`src/rtl/acc_pkg.sv`:
```
// acc_pkg: constants shared by the converter control block
package acc_pkg;
    // register offsets on the plain register port
    localparam logic [2:0] ACC_OFS_CMD    = 3'h0;  // converter_command_register
    localparam logic [2:0] ACC_OFS_SETUP  = 3'h1;  // converter_setup_register
    localparam logic [2:0] ACC_OFS_PINS   = 3'h2;  // analog_pin_config_register
    localparam logic [2:0] ACC_OFS_RES_LO = 3'h3;  // result bits 7..0
    localparam logic [2:0] ACC_OFS_RES_HI = 3'h4;  // result bits 11..8
    localparam logic [2:0] ACC_OFS_INT    = 3'h5;  // interrupt enables and request

    // command register fields
    localparam int ACC_CMD_START_BIT  = 7;
    localparam int ACC_CMD_ACTIVE_BIT = 6;
    localparam int ACC_CMD_CH_LSB     = 0;
    // setup register fields
    localparam int ACC_SET_PD_BIT     = 6;
    localparam int ACC_SET_REF_BIT    = 5;
    localparam int ACC_SET_DIV_LSB    = 0;
    // interrupt register fields
    localparam int ACC_INT_GIE_BIT    = 0;
    localparam int ACC_INT_MFE_BIT    = 1;
    localparam int ACC_INT_CIE_BIT    = 2;
    localparam int ACC_INT_REQ_BIT    = 3;

    // reset values
    localparam logic [2:0] ACC_RST_CH     = 3'h0;
    localparam logic       ACC_RST_PD     = 1'b0;
    localparam logic       ACC_RST_REF    = 1'b0;
    localparam logic [2:0] ACC_RST_DIV    = 3'h0;
    localparam logic [5:0] ACC_RST_PINS   = 6'h00;
    localparam logic       ACC_SET_TOP_RD = 1'b1;  // unimplemented setup bit 7 reads one

    // converter clock divider select codes
    localparam logic [2:0] ACC_DIV_1  = 3'h4;
    localparam logic [2:0] ACC_DIV_2  = 3'h0;
    localparam logic [2:0] ACC_DIV_4  = 3'h5;
    localparam logic [2:0] ACC_DIV_8  = 3'h1;
    localparam logic [2:0] ACC_DIV_16 = 3'h6;
    localparam logic [2:0] ACC_DIV_32 = 3'h2;

    // conversion timing in converter clock periods
    localparam int ACC_CONV_TICKS = 16;
    localparam int ACC_RES_BITS   = 12;

    typedef enum logic [1:0] {
        ACC_IDLE,
        ACC_HELD,
        ACC_CONV
    } acc_state_e;
endpackage : acc_pkg

```
`src/rtl/acc_ctrl.sv`:
```
// acc_ctrl: control logic of a 12-bit successive-approximation converter
`timescale 1ns/1ps
`default_nettype none
//Contract
// Converter clock is system clock divided by 1,2,4,8,16,32 per select code.
// Software programs the divider select before enabling and starting.
// Converter powered only while the power-down bit is zero.
// Software waits a settling delay after power-up before starting.
// Software should power the converter down whenever unused.
// Reference select high routes external reference pin, disables its other functions.
// Each set pin enable makes that pin an analog input, original function off.
// Pull-high is disconnected from a pin selected as analog input.
// A set pin enable overrides the port direction setting.
// Conversion starts on a complete low-high-low pulse of the start bit.
// Active flag drops at completion; result registers then hold valid data.
// Interrupt reaches processor only with global, multi-function, converter enables set.
// Each conversion takes exactly 16 converter clock periods.
// Conversion runs in hardware without stalling the processor.
// Result is 12-bit unsigned, full scale fff.
// Software selects channel and pin enables before starting.
// Channel select routes inputs 0..5, op amp one, op amp two.
// While start is high, converter held reset and active flag forced one.
// Active flag high throughout a conversion and one after reset.
// Completion sets the interrupt request flag, then interrupt if enabled.
// Result, flag clear and request set update in the same cycle.
// Undefined divider codes fall back to the slowest rate safely.
module acc_ctrl
    import acc_pkg::*;
(
    input  wire logic        CLOCK_I,
    input  wire logic        SRST_I,
    input  wire logic [2:0]  ADDR_I,
    input  wire logic [7:0]  WDATA_I,
    input  wire logic        WR_I,
    input  wire logic        RD_I,
    output logic      [7:0]  RDATA_O,
    input  wire logic        COMPARE_I,       // analog input is at or above the trial code
    input  wire logic [5:0]  PORT_DIR_OE_I,   // port direction register: pin drives when high
    input  wire logic [5:0]  PULLUP_EN_I,     // programmed pull-high enables
    output logic      [11:0] DAC_TRIAL_O,
    output logic      [2:0]  CHANNEL_SEL_O,
    output logic             CONV_POWER_ON_O,
    output logic             CONV_RESET_O,
    output logic             REF_EXT_SEL_O,
    output logic             VREF_PIN_SHARED_DIS_O,
    output logic      [5:0]  ANALOG_IN_EN_O,
    output logic      [5:0]  PIN_OUT_EN_O,
    output logic      [5:0]  PULLUP_ON_O,
    output logic             CONV_DONE_O,
    output logic             INT_O
);
    // tick counter end points; both fit the four-bit counter
    localparam logic [3:0] LAST_TICK = 4'(ACC_CONV_TICKS - 1);
    localparam logic [3:0] BIT_TICKS = 4'(ACC_RES_BITS);

    // software-visible state
    // the active flag is kept apart from the engine state so it can read one after reset
    logic        start_q;
    logic [2:0]  ch_q;
    logic        pd_q;
    logic        ref_q;
    logic [2:0]  div_q;
    logic [5:0]  pins_q;
    logic        gie_q;
    logic        mfe_q;
    logic        cie_q;
    logic        req_q;
    logic        active_q;
    logic [11:0] result_q;
    logic [7:0]  rdata_q;

    // conversion engine state
    // the trial output is a registered copy of the approximation register
    acc_state_e  state_q;
    acc_state_e  state_d;
    logic [3:0]  tcnt_q;
    logic [11:0] sar_q;
    logic [11:0] sar_d;
    logic        tick;

    // register decode
    // read-only and unimplemented bits simply have no write path
    wire wr_cmd   = WR_I && (ADDR_I == ACC_OFS_CMD);
    wire wr_setup = WR_I && (ADDR_I == ACC_OFS_SETUP);
    wire wr_pins  = WR_I && (ADDR_I == ACC_OFS_PINS);
    wire wr_int   = WR_I && (ADDR_I == ACC_OFS_INT);
    wire start_wr = WDATA_I[ACC_CMD_START_BIT];

    // start edges: a rise holds the converter, the following fall launches it
    // writing the start bit with no change is ignored, so a repeated write never re-arms
    wire start_rise = wr_cmd && start_wr && !start_q;
    wire start_fall = wr_cmd && !start_wr && start_q;

    // completion on the last of sixteen converter clocks; a restart or a power-down
    // in that very cycle wins, so an interrupted conversion never posts a result
    wire done = (state_q == ACC_CONV) && tick && (tcnt_q == LAST_TICK)
                && !start_rise && !pd_q;

    // bit under trial during the first twelve ticks, msb first
    // the index wraps past zero after tick twelve, but judging masks it off there
    wire [3:0]  bit_idx = 4'(ACC_RES_BITS - 1) - tcnt_q;
    wire        judging = (state_q == ACC_CONV) && tick && (tcnt_q < BIT_TICKS);

    // converter clock ticks; the divider sits in phase zero outside a conversion so
    // the first tick always lands one full converter period after the start pulse,
    // which keeps the conversion time exact for every divider setting
    acc_clkdiv acc_clkdiv_i (
        .clk_i   (CLOCK_I),
        .srst_i  (SRST_I),
        .clear_i (state_q != ACC_CONV),  // phase aligned to the start pulse
        .sel_i   (div_q),
        .tick_o  (tick)
    );

    // next state; power-down aborts a running conversion without a result
    // the held state is the start bit sitting high: the converter stays in reset there
    // and only the falling write launches a conversion, so a stuck start never converts
    // a start that falls while powered down is dropped rather than queued
    always_comb begin
        state_d = state_q;
        case (state_q)
            ACC_IDLE: if (start_rise) state_d = ACC_HELD;
            ACC_HELD: if (start_fall) state_d = pd_q ? ACC_IDLE : ACC_CONV;
            ACC_CONV: begin
                if (start_rise)       state_d = ACC_HELD;
                else if (pd_q || done) state_d = ACC_IDLE;
            end
            default:  state_d = ACC_IDLE;
        endcase
    end

    // successive approximation: keep or drop the bit on trial, seed the next one
    // twelve of the sixteen ticks decide bits; the last four leave the code alone and
    // only pad the conversion out to its fixed length
    // the register reseeds to mid-scale whenever the engine is not converting
    always_comb begin
        sar_d = sar_q;
        if (state_q != ACC_CONV) begin
            sar_d = 12'h800;
        end else if (judging) begin
            sar_d[bit_idx] = COMPARE_I;
            if (bit_idx != 4'h0) begin
                sar_d[bit_idx - 4'h1] = 1'b1;
            end
        end
    end

    // engine registers run beside the processor, which is never stalled
    // the tick counter only moves on converter ticks and restarts with every conversion,
    // so a restart mid-conversion begins again from the top bit
    // nothing here waits on software, so a slow poll cannot stretch the conversion
    always_ff @(posedge CLOCK_I) begin
        if (SRST_I) begin
            state_q <= ACC_IDLE;
            tcnt_q  <= 4'h0;
            sar_q   <= 12'h800;
        end else begin
            state_q <= state_d;
            sar_q   <= sar_d;
            tcnt_q  <= (state_q != ACC_CONV) ? 4'h0 : (tick ? tcnt_q + 4'h1 : tcnt_q);
        end
    end

    // control registers written by software
    // fields take effect at the write edge; changing the divider or the channel during a
    // conversion is not blocked, software is expected to set them up beforehand
    always_ff @(posedge CLOCK_I) begin
        if (SRST_I) begin
            start_q <= 1'b0;
            ch_q    <= ACC_RST_CH;
            pd_q    <= ACC_RST_PD;
            ref_q   <= ACC_RST_REF;
            div_q   <= ACC_RST_DIV;
            pins_q  <= ACC_RST_PINS;
            gie_q   <= 1'b0;
            mfe_q   <= 1'b0;
            cie_q   <= 1'b0;
        end else begin
            if (wr_cmd) begin
                start_q <= start_wr;
                ch_q    <= WDATA_I[ACC_CMD_CH_LSB +: 3];
            end
            if (wr_setup) begin
                pd_q  <= WDATA_I[ACC_SET_PD_BIT];
                ref_q <= WDATA_I[ACC_SET_REF_BIT];
                div_q <= WDATA_I[ACC_SET_DIV_LSB +: 3];
            end
            if (wr_pins) begin
                pins_q <= WDATA_I[5:0];
            end
            if (wr_int) begin
                gie_q <= WDATA_I[ACC_INT_GIE_BIT];
                mfe_q <= WDATA_I[ACC_INT_MFE_BIT];
                cie_q <= WDATA_I[ACC_INT_CIE_BIT];
            end
        end
    end

    // status: flag, result and request move together; set wins over a software clear
    // posting all three in one edge means a poll that sees the flag low never reads a
    // stale result; a software clear landing on the completion edge is lost on purpose,
    // so a finished conversion can never go unreported
    always_ff @(posedge CLOCK_I) begin
        if (SRST_I) begin
            active_q <= 1'b1;
            result_q <= 12'h000;
            req_q    <= 1'b0;
        end else begin
            if (done) begin
                active_q <= 1'b0;
                result_q <= sar_d;
                req_q    <= 1'b1;
            end else begin
                if (start_rise) begin
                    active_q <= 1'b1;
                end
                if (wr_int && !WDATA_I[ACC_INT_REQ_BIT]) begin
                    req_q <= 1'b0;
                end
            end
        end
    end

    // read mux; unmapped offsets return zero
    // the two result bytes are not latched against each other: reading them across a
    // completion edge can pair bytes from two conversions, so read after the flag drops
    // and before the next start
    wire [7:0] rd_cmd   = {start_q, active_q, 3'h0, ch_q};
    wire [7:0] rd_setup = {ACC_SET_TOP_RD, pd_q, ref_q, 2'h0, div_q};
    wire [7:0] rd_int   = {4'h0, req_q, cie_q, mfe_q, gie_q};
    wire [7:0] rd_mux   = (ADDR_I == ACC_OFS_CMD)    ? rd_cmd :
                          (ADDR_I == ACC_OFS_SETUP)  ? rd_setup :
                          (ADDR_I == ACC_OFS_PINS)   ? {2'h0, pins_q} :
                          (ADDR_I == ACC_OFS_RES_LO) ? result_q[7:0] :
                          (ADDR_I == ACC_OFS_RES_HI) ? {4'h0, result_q[11:8]} :
                          (ADDR_I == ACC_OFS_INT)    ? rd_int : 8'h00;

    // read data stand only in the cycle after the strobe
    // returning zero otherwise means stale data never shows outside a read cycle
    always_ff @(posedge CLOCK_I) begin
        if (SRST_I) begin
            rdata_q <= 8'h00;
        end else begin
            rdata_q <= RD_I ? rd_mux : 8'h00;
        end
    end

    // converter-side controls, registered so the analog side sees clean levels
    always_ff @(posedge CLOCK_I) begin
        if (SRST_I) begin
            DAC_TRIAL_O     <= 12'h800;
            CHANNEL_SEL_O   <= ACC_RST_CH;
            CONV_POWER_ON_O <= 1'b0;
            CONV_RESET_O    <= 1'b1;
        end else begin
            DAC_TRIAL_O     <= sar_d;
            CHANNEL_SEL_O   <= ch_q;
            CONV_POWER_ON_O <= !pd_q;
            CONV_RESET_O    <= (state_d != ACC_CONV);
        end
    end

    // reference selection; the shared functions of the reference pin go with it
    always_ff @(posedge CLOCK_I) begin
        if (SRST_I) begin
            REF_EXT_SEL_O         <= 1'b0;
            VREF_PIN_SHARED_DIS_O <= 1'b0;
        end else begin
            REF_EXT_SEL_O         <= ref_q;
            VREF_PIN_SHARED_DIS_O <= ref_q;
        end
    end

    // pin routing: an analog pin loses its driver and its pull-high whatever the port
    // direction register says, so software need not reconfigure the port first
    always_ff @(posedge CLOCK_I) begin
        if (SRST_I) begin
            ANALOG_IN_EN_O <= 6'h00;
            PIN_OUT_EN_O   <= 6'h00;
            PULLUP_ON_O    <= 6'h00;
        end else begin
            ANALOG_IN_EN_O <= pins_q;
            PIN_OUT_EN_O   <= PORT_DIR_OE_I & ~pins_q;
            PULLUP_ON_O    <= PULLUP_EN_I & ~pins_q;
        end
    end

    // completion pulse and interrupt line
    always_ff @(posedge CLOCK_I) begin
        if (SRST_I) begin
            CONV_DONE_O <= 1'b0;
            INT_O       <= 1'b0;
        end else begin
            CONV_DONE_O <= done;
            // a request already pending still interrupts once all enables are set
            INT_O       <= (req_q || done) && gie_q && mfe_q && cie_q;
        end
    end

    assign RDATA_O = rdata_q;
endmodule // acc_ctrl
`default_nettype wire

```
`src/rtl/acc_clkdiv.sv`:
```
// acc_clkdiv: converter clock tick generator from the system clock
`timescale 1ns/1ps
`default_nettype none
module acc_clkdiv
    import acc_pkg::*;
(
    input  wire logic       clk_i,
    input  wire logic       srst_i,
    input  wire logic       clear_i,   // restart the phase at a conversion start
    input  wire logic [2:0] sel_i,
    output logic            tick_o     // one system clock pulse per converter clock
);
    logic [4:0] lim;
    logic [4:0] cnt_q;
    logic [4:0] cnt_d;
    logic       tick_q;

    // divider code to terminal count; undefined codes fall back to the slowest rate
    always_comb begin
        case (sel_i)
            ACC_DIV_1:  lim = 5'h00;
            ACC_DIV_2:  lim = 5'h01;
            ACC_DIV_4:  lim = 5'h03;
            ACC_DIV_8:  lim = 5'h07;
            ACC_DIV_16: lim = 5'h0f;
            ACC_DIV_32: lim = 5'h1f;
            default:    lim = 5'h1f;
        endcase
    end

    assign cnt_d = (clear_i || cnt_q >= lim) ? 5'h00 : cnt_q + 5'h01;

    // phase counter and registered tick
    always_ff @(posedge clk_i) begin
        if (srst_i) begin
            cnt_q  <= 5'h00;
            tick_q <= 1'b0;
        end else begin
            cnt_q  <= cnt_d;
            tick_q <= !clear_i && (cnt_q >= lim);
        end
    end

    assign tick_o = tick_q;
endmodule // acc_clkdiv
`default_nettype wire

```
`config.mk`:
```
export PLATFORM = sky130hd
export DESIGN_NAME = acc_ctrl
export DESIGN_NICKNAME = d
export VERILOG_FILES = /design/src/rtl/acc_pkg.sv /design/src/rtl/acc_ctrl.sv /design/src/rtl/acc_clkdiv.sv
export SDC_FILE = /design/constraint.sdc
export NUM_CORES = 1
export LEC_CHECK = 0
export BUFFER_PORTS_ARGS = -buffer_cell sky130_fd_sc_hd__buf_2
export CAP_MARGIN = 10
export CORE_ASPECT_RATIO = 1.1
export CORE_MARGIN = 5
export CORE_UTILIZATION = 35
export DETAILED_ROUTE_END_ITERATION = 12
export SYNTH_ARGS = -nofsm -noshare
export SYNTH_HDL_FRONTEND = slang
export SYNTH_SLANG_ARGS = --single-unit
export TNS_END_PERCENT = 20
```
`constraint.sdc`:
```
create_clock -name CLOCK_I -period 2.85 [get_ports CLOCK_I]
set_clock_uncertainty 0.1 [all_clocks]
set_input_delay 0.285 -clock CLOCK_I [delete_from_list [all_inputs] [get_ports CLOCK_I]]
set_output_delay 0.285 -clock CLOCK_I [all_outputs]
set_load 0.01 [all_outputs]
```
# Word-level counts from Yosys, hierarchy flattened
# Index checks and enable logic that the tools add are counted.
[op_classes]
n_addsub = 4
order_cmp = 6
n_eq_ne = 14
n_mux = 25
bitwise_logic = 5
n_reduce_logical = 40
[op_table]
columns = ["cell", "count"]
rows = [
  ["12-bit two-way mux", 3],
  ["8-bit two-way mux", 4],
  ["5-bit case mux with 5 select lines", 1],
  ["1-bit logical AND", 20],
  ["3-bit == test (second input constant)", 5],
  ["6-bit AND", 2],
  ["12-bit bitwise mux", 1],
  ["12-bit OR", 1],
  ["4-bit by 5-bit less-than comparator with 1-bit output (second input constant)", 2],
  ["2-bit two-way mux", 5],
  ["1-bit demux with 4-bit select", 2],
  ["4-bit by 1-bit greater-or-equal comparator with 1-bit output (second input constant)", 2],
  ["4-bit two-way mux", 2],
  ["3-bit by 1-bit == test with 1-bit output (second input constant)", 2],
  ["3-bit by 2-bit == test with 1-bit output (second input constant)", 2],
  ["1-bit logical NOT", 6],
  ["3-bit logical NOT", 2],
  ["1-bit two-way mux", 6],
  ["6-bit NOT", 1],
  ["2-bit case mux with 3 select lines", 1],
  ["2-bit OR reduction", 3],
  ["5-bit by 1-bit adder with 5-bit output (second input constant)", 1],
  ["5-bit greater-or-equal comparator", 1],
  ["4-bit by 1-bit adder with 4-bit output (second input constant)", 1],
  ["14 further kinds", 18],
]
[totals]
ff_bits = 90
in_bits = 28
output_inout_bits = 47
wordCells = 123

# Logic depth before layout (Yosys ltp)
# Gate-level depths: netlist of run 1.
[depth]
depth_word = 12
depth_mapped = 8
mapped_depth_nobuf = 8

# Modules after synthesis
# From an unflattened synthesis of run 1, not the netlist that was laid out.
[hier_totals]
hier_cells = 422
area_unflattened_um2 = 3992.6
[modules_own_cells]
columns = ["module", "instances", "cells_per_inst", "area_per_inst_um2", "seq_area_each_um2"]
rows = [
  ["acc_ctrl", 1, 383, 3637.2, 1681.6],
  ["acc_clkdiv", 1, 39, 355.3, 120.1],
]

# Worst setup path after synthesis of run 1
# No wires, ideal clock.
[synth_timing]
path_type = "register -> register"
from = "register tcnt_q[2]"
to = "register result_q[11]"
setup_ps = 128
t_arrival_ps = 1778
t_required_ps = 2622
path_slack_ps = 845
path_stages_with_launch = 8
path_buffers = 1
period_less_slack_ps = 2005
cell_sequence = "dfxtp_1 > inv_1 > ha_1 > clkbuf_1 > and4b_1 > o32a_1 > mux2i_1 > nor2_1"
[synth_via]
elab_chain_cells = 10
elab_cells_between_ends = 24
cone_classes = "2 x add/sub; 5 x order compare; 1 x eq/ne; 8 x mux; 1 x bitwise; 7 x reduce/logical"
[synth_lines]
columns = ["element", "line_no", "source"]
rows = [
  ["from (decl)", "acc_ctrl.sv:76", "logic [3:0] tcnt_q;"],
  ["from (signal assigned)", "acc_ctrl.sv:160", "tcnt_q <= (state_q != ACC_CONV) ? 4'h0 : (tick ? tcnt_q + 4'h1 : tcnt_q);"],
  ["4-bit subtractor", "acc_ctrl.sv:101", "wire [3:0] bit_idx = 4'(ACC_RES_BITS - 1) - tcnt_q;"],
  ["4-bit by 1-bit subtractor with 4-bit output, or another cell as far along", "acc_ctrl.sv:143", "sar_d[bit_idx - 4'h1] = 1'b1;"],
  ["4-bit by 5-bit less-than comparator with 1-bit output (implied by the code), or another cell as far along", "acc_ctrl.sv:143", ""],
  ["1-bit logical AND (implied by the code) or 1-bit two-way mux (tied branches)", "acc_ctrl.sv:143, acc_ctrl.sv:141", ""],
  ["1-bit two-way mux (implied by the code) or 1-bit demux with 4-bit select (tied branches)", "acc_ctrl.sv:143, acc_ctrl.sv:141", ""],
  ["1-bit demux with 4-bit select or 12-bit bitwise mux (tied branches)", "acc_ctrl.sv:143, acc_ctrl.sv:141", ""],
  ["12-bit OR (no source line)", "-", ""],
  ["12-bit two-way mux", "acc_ctrl.sv:142", "if (bit_idx != 4'h0) begin"],
  ["12-bit two-way mux", "acc_ctrl.sv:140", "end else if (judging) begin"],
  ["12-bit two-way mux", "acc_ctrl.sv:138", "if (state_q != ACC_CONV) begin"],
  ["to (signal assigned)", "acc_ctrl.sv:211", "result_q <= sar_d;"],
  ["to (decl)", "acc_ctrl.sv:69", "logic [11:0] result_q;"],
]
# Parallel ways exist; a longest one is shown, timed or not.
# A chain may end at the register's enable or synchronous reset.

# Final worst setup path of run 1
[layout_timing]
from = "register tcnt_q[0]"
to = "register result_q[3]"
# The elaborated chain is that of the path after synthesis.

==> flow_summary.ini, run 1 <==
[outcome]
status = completed

[route]
routed_wl_um = 9680
drc = 0
dr.pass1.iters = 4
drt_first_iter_violations = 133
wire_per_inst_um = 15.2
vias = 3165
drtAntennaViolNets = 0
vias_per_cell = 4.98

[setup_path]
cp_data_arrival_time_ns = 2.41
r2r_start = tcnt_q[0]
crit_fanout = 26
crit_chain = ha_1 -> nand3_1 -> a311o_1 -> mux2_2
endpoint_kind = flop
start_kind = flop
max_stage_delay_ns = 0.76
crit_path_top_delay_cell = a311o_1
crit_required_ns = 2.98
path_class = flop to flop
cp-startpoint = tcnt_q[0]
ff2ff_path_depth = 4

[synthesis]
ys_ff_latch = 90
synthArstFlopShare_pct = 0
syn_avg_cell_area_um2 = 9.36
syn_area_um2 = 3940
ys.flop_type = dfxtp_1
yosysTopAreaCellShare_pct = 45.7
synth_area_leaders = dfxtp_1 46%, mux2i_1 8.9%, nor2_1 6.2%, ha_1 4.8%, a21oi_1 3.4%
syn_inst = 421
synth_top_cell_by_area = dfxtp_1
syn_nets = 464
yosysWarningCount = 0
synth_cell_types = 51
seq_area_frac_synth_pct = 45.7
synth_edf_count = 0

[clock_network]
cts_tree = yes
cts.path.max_buffers = 2
cts_max_level = 3
numClockSinks = 90
clk_pin_slew_ns = 0.07
cts_setup_buffers = 0
clk_latency_ns = 0.34
cts-root-buf = clkbuf_16
cts_resized = 0
cts_buffers = 9
ctsHoldBuffers = 0

[grt]
gr-total-overflow = 0
grt_max_degree = 49
grt_pass1_vias = 3179
grt.total_usage_pct = 14.7
grt_pass1_wl_um = 16100
antenna_found_initial = 0

[timing]
slew_headroom_pct = 37.0
rsz0062_at_grt = false
finalMaxSlewViolations = 0
finalHoldViolations = 0
fin_crit_sh_pct = 79.9
fmax_ghz = 0.439
layout_setup_ws_ns = 0.573
setup_viol = 0
tightest_slew_ns = 0.944
period_minus_slack_ns = 2.28
tns_ns = 0

[place]
hpwl_um = 7130
pre_cts_ws_ns = 0.526
portBuffers = 74
dp_cells = 619
place.gp.congestion = 0.838

[final_layout]
fillCellCount = 1091
finalNetCount = 526
n_antenna_cell = 0
final_cells = 635
area_delta_synth_final_pct = 18.6
multi_input_comb_area_um2 = 1940
register_area_um2 = 1800
drive_gt1_share_pct = 21.1

[floorplan]
floorplan.initialDensity_pct = 35.9
die_h_um = 121
die_x_um = 111
die_area_um2 = 13500
ios = 75
core_um2 = 11000
row_count = 40

[power]
peakVddDrop_mv = 0.303
powerDensity_nw_per_um2 = 554
p_leak_uw = 0.00194
p_total_uw = 2590

[hold_path]
hold_path_class = input pin to flop
min_from = WDATA_I[4]
worstHoldPathCells = 3

[job]
max_cap_violations = 0
## placed cells by master, fill, tap and decap left out, types with 2 or more instances in the layout
cell type and count:
a211oi_1 7, a21o_1 2, a21oi_1 27, a2bb2oi_1 2
a311oi_1 7, a31oi_1 3, and3_1 2, and4_1 2
buf_2 74, buf_4 4, clkbuf_1 2, clkbuf_16 9
dfxtp_1 90, ha_1 15, inv_1 13, mux2_2 3
mux2i_1 35, nand2_1 15, nand2b_1 7, nand3_1 15
nand3b_1 2, nand4_1 2, nand4b_1 2, nor2_1 65
nor2b_1 17, nor3_1 11, nor3b_1 14, o21ai_0 7
o221a_2 2, or2_2 3, xnor2_1 5, xor2_1 2
## metrics by stage
step	hold slack [ns]	utilization [%]	area [um^2]
after floorplan	0.324	-	3940
after global placement	0.349	39.9	4370
after detailed placement	0.351	39.9	4370
after CTS	0.0799	42.6	4670
after global routing	0.0972	42.6	4670
final	0.0896	42.6	4670
## worst paths after layout
check | to | slack (ns)
setup / recovery | result_q[3] | 0.57
hold reg to reg | acc_clkdiv_i.cnt_q[0] | 0.36
hold / removal | pins_q[4] | 0.09
setup reg to reg | result_q[3] | 0.57
## layer usage
layer | vias to the layer above | routed length (um) | track usage [%]
met3 | 16 | 564 | 4.19
li1 | 1602 | - | -
met2 | 92 | 4200 | 23.1
met1 | 1455 | 4740 | 19.2
met4 | 0 | 176 | 5.40
met5 | - | 0 | 0
## where the power goes
part | internal (uW) | total, uW | switching (uW)
logic | 51.8 | 124 | 72.1
registers | 1280 | 1290 | 9.37
clock network | 704 | 1180 | 474
total | 2030 | 2590 | 556
## synthesized netlist by cell type (5+ instances only)
cell type	instances
dfxtp_1	90
nor2_1	65
mux2i_1	35
a21oi_1	27
nor2b_1	17
clkbuf_1	16
ha_1	15
nand2_1	15
nand3_1	15
nor3b_1	14
inv_1	13
nor3_1	11
a211oi_1	7
a311oi_1	7
nand2b_1	7
o21ai_0	7
xnor2_1	5
## flip-flops by register name, summed over array words and instances (netlist names), 2 cells and up
register / cells
pins_q: 6
ANALOG_IN_EN_O: 6
acc_clkdiv_i.cnt_q: 5
PIN_OUT_EN_O: 6
DAC_TRIAL_O: 12
ch_q: 3
div_q: 3
tcnt_q: 4
CHANNEL_SEL_O: 3
result_q: 12
PULLUP_ON_O: 6
state_q: 2
RDATA_O: 8
## worst max-delay path: cells and delay by family, from the launching register on
family | cells | cell delay [ns]
fa+ha+maj | 1 | 0.33
flops | 1 | 0.40
compound gates | 1 | 0.76
mux | 1 | 0.41
simple gates | 1 | 0.16
## kinds of logic (layout without fill, tap and decap cells)
family                     Yosys count  count (layout)  share of synthesized area (%)
buffers and inverters               40             107                           5.05
and+or+nand+nor                    162             162                           21.4
muxes                               38              38                           9.75
AOI/OAI and AO/OA                   69              69                           11.8
adders and majority gates           15              15                           4.76
DFF                                 90              90                           45.7
xor gates and xnor gates             7               7                           1.56
## area by class of cell
| type | instances | share of cell area [%] |
|---|---|---|
| clock buffers | 12 | 5.28 |
| clock inverters | 4 | 1.10 |
| inverters | 13 | 1.04 |
| multi-input cells | 291 | 41.5 |
| flip-flops and latches | 90 | 38.6 |
| well taps | 147 | 3.94 |
| repair buffers | 78 | 8.57 |
No activity file was read; power rests on OpenSTA's default activity.
==> inputs of run 2 (changes only) <==
- clock period: 2.85 -> 2.2 ns (I/O delays scaled with it)
==> run 2 against run 1 <==
Non-clock buffer count is 12 higher. Critical endpoint is now result_q[0]. Cell count rose by 1.9%. Total power rose by 27%. Worst setup slack worse by 0.33 ns. Register-to-register slack worse by 0.33 ns. Combinational power is 33% higher. Clock power is 23% higher.
==> flow_summary.ini, run 2 (same netlist as run 1, synthesis figures left out) <==
[outcome]
status = completed

[place]
hpwl_um = 7350
dpl-instance-area_um2 = 4460
place.gp.congestion = 0.894
portBuffers = 74

[setup_path]
crit_path_end = result_q[0]
crit_chain = ha_1 -> nand2b_1 -> nor2_1 -> nand4_1 -> o211ai_1 -> o31ai_1
max_stage_delay_ns = 0.55
cp-startpoint = tcnt_q[2]
crit_fanout = 8
r2r_end = result_q[0]
ff2ff_path_depth = 6
crit_path_top_delay_cell = nor2_1
r2r_slack_ns = 0.24
cp_data_arrival_time_ns = 2.08
r2r_start = tcnt_q[2]
start_kind = flop
crit_required_ns = 2.32
endpoint_kind = flop
path_class = flop to flop

[clock_network]
cts-root-buf = clkbuf_16
clk_pin_slew_ns = 0.06
ctsHoldBuffers = 0
clk_latency_ns = 0.34
cts_max_level = 3
cts_tree = yes
cts_setup_buffers = 0
cts_buffers = 9
cts_resized = 0
numClockSinks = 90
cts.path.max_buffers = 2

[floorplan]
core_um2 = 11000
die_x_um = 111
row_count = 40
floorplan.initialDensity_pct = 35.9
ios = 75
die_area_um2 = 13500
die_h_um = 121

[timing]
tightest_slew_ns = 0.674
rsz0062_at_grt = false
finalMaxSlewViolations = 0
slew_headroom_pct = 54.9
finalHoldViolations = 0
setup_viol = 0
tns_ns = 0
fin_crit_sh_pct = 89.1
fmax_ghz = 0.510
hold_ws_ns = 0.0223
period_minus_slack_ns = 1.96

[power]
p_leak_uw = 0.00199
p_total_uw = 3280
peakVddDrop_mv = 0.307
powerDensity_nw_per_um2 = 692

[grt]
antenna_found_initial = 0
grt.total_usage_pct = 14.5
grt_pass1_vias = 3136
grt_pass1_wl_um = 15800
grt_max_degree = 27
gr-total-overflow = 0

[route]
drtAntennaViolNets = 0
drt_first_iter_violations = 137
drc = 0
vias = 3234
dr.pass1.iters = 4
vias_per_cell = 5.00
routed_wl_um = 9700
wire_per_inst_um = 15.0

[final_layout]
final_area_um2 = 4740
final_common_cell = dfxtp_1
area_delta_synth_final_pct = 20.4
drive_gt1_share_pct = 23.2
n_antenna_cell = 0
postLayoutCoreUtil_pct = 43.3
finalNetCount = 538
final_cell_mix = 90 x dfxtp_1, 74 x buf_2, 65 x nor2_1, 35 x mux2i_1, 27 x a21oi_1

[hold_path]
hold_path_class = input pin to flop

[job]
max_cap_violations = 0
## run 2: cell count changes in the layout (fill, tap and decap cells not counted)
| cell | before | now |
|---|---|---|
| clkbuf_1 | 2 | 1 |
| clkinvlp_4 | 1 | 2 |
| clkinv_4 | 1 | 0 |
| inv_6 | 0 | 2 |
| buf_4 | 4 | 16 |
| bufinv_16 | 1 | 0 |
## run 2: per-stage QoR
step | instances | setup slack [ns]
after detailed placement | 631 | 0.258
after floorplan | 421 | 0.195
after global routing | 647 | 0.0994
after CTS | 647 | 0.244
after global placement | 631 | 0.234
final | 647 | 0.240
## run 2: per-layer routing
layer,global-route usage (%),vias up,share of wire [%]
li1,-,1619,-
met1,18.3,1486,47
met2,22.9,105,43
met3,4.34,24,6.6
met4,6.69,0,2.8
met5,0,-,0
## run 2: final cells by class
cell class / count / area (um^2)
Inverter: 13 / 48.8
Sequential cell: 90 / 1800
Timing Repair Buffer: 90 / 490
Clock inverter: 5 / 37.5
Tap cell: 147 / 184
Clock buffer: 11 / 243
Multi-Input combinational cell: 291 / 1940
Fill cell: 1099 / 6220
## run 2: power by group
part	internal (uW)	total [uW]	switching, uW
sequential	1650	1670	11.7
combinational	70.5	165	94.1
clock	803	1450	647
## run 2: how the worst min path moves through the flow
stage,endpoint,slack (ns),depth (start not counted),startpoint
floorplan,div_q[1],0.26,2,WDATA_I[1]
global placement,acc_clkdiv_i.cnt_q[0],0.35,1,acc_clkdiv_i.cnt_q[0]
detailed placement,acc_clkdiv_i.cnt_q[0],0.37,1,acc_clkdiv_i.cnt_q[0]
CTS,pd_q,0.02,3,WDATA_I[6]
global route,pd_q,0.03,3,WDATA_I[6]
finish,pd_q,0.02,3,WDATA_I[6]
## run 2: worst max-delay path: cells and delay by family, from the launching register on
kind                     cells  cell delay (ns)
adder cells (fa/ha/maj)      1             0.24
AND/OR/NAND/NOR              3             0.92
flip-flops                   1             0.34
AO/OA/AOI/OAI                2             0.25
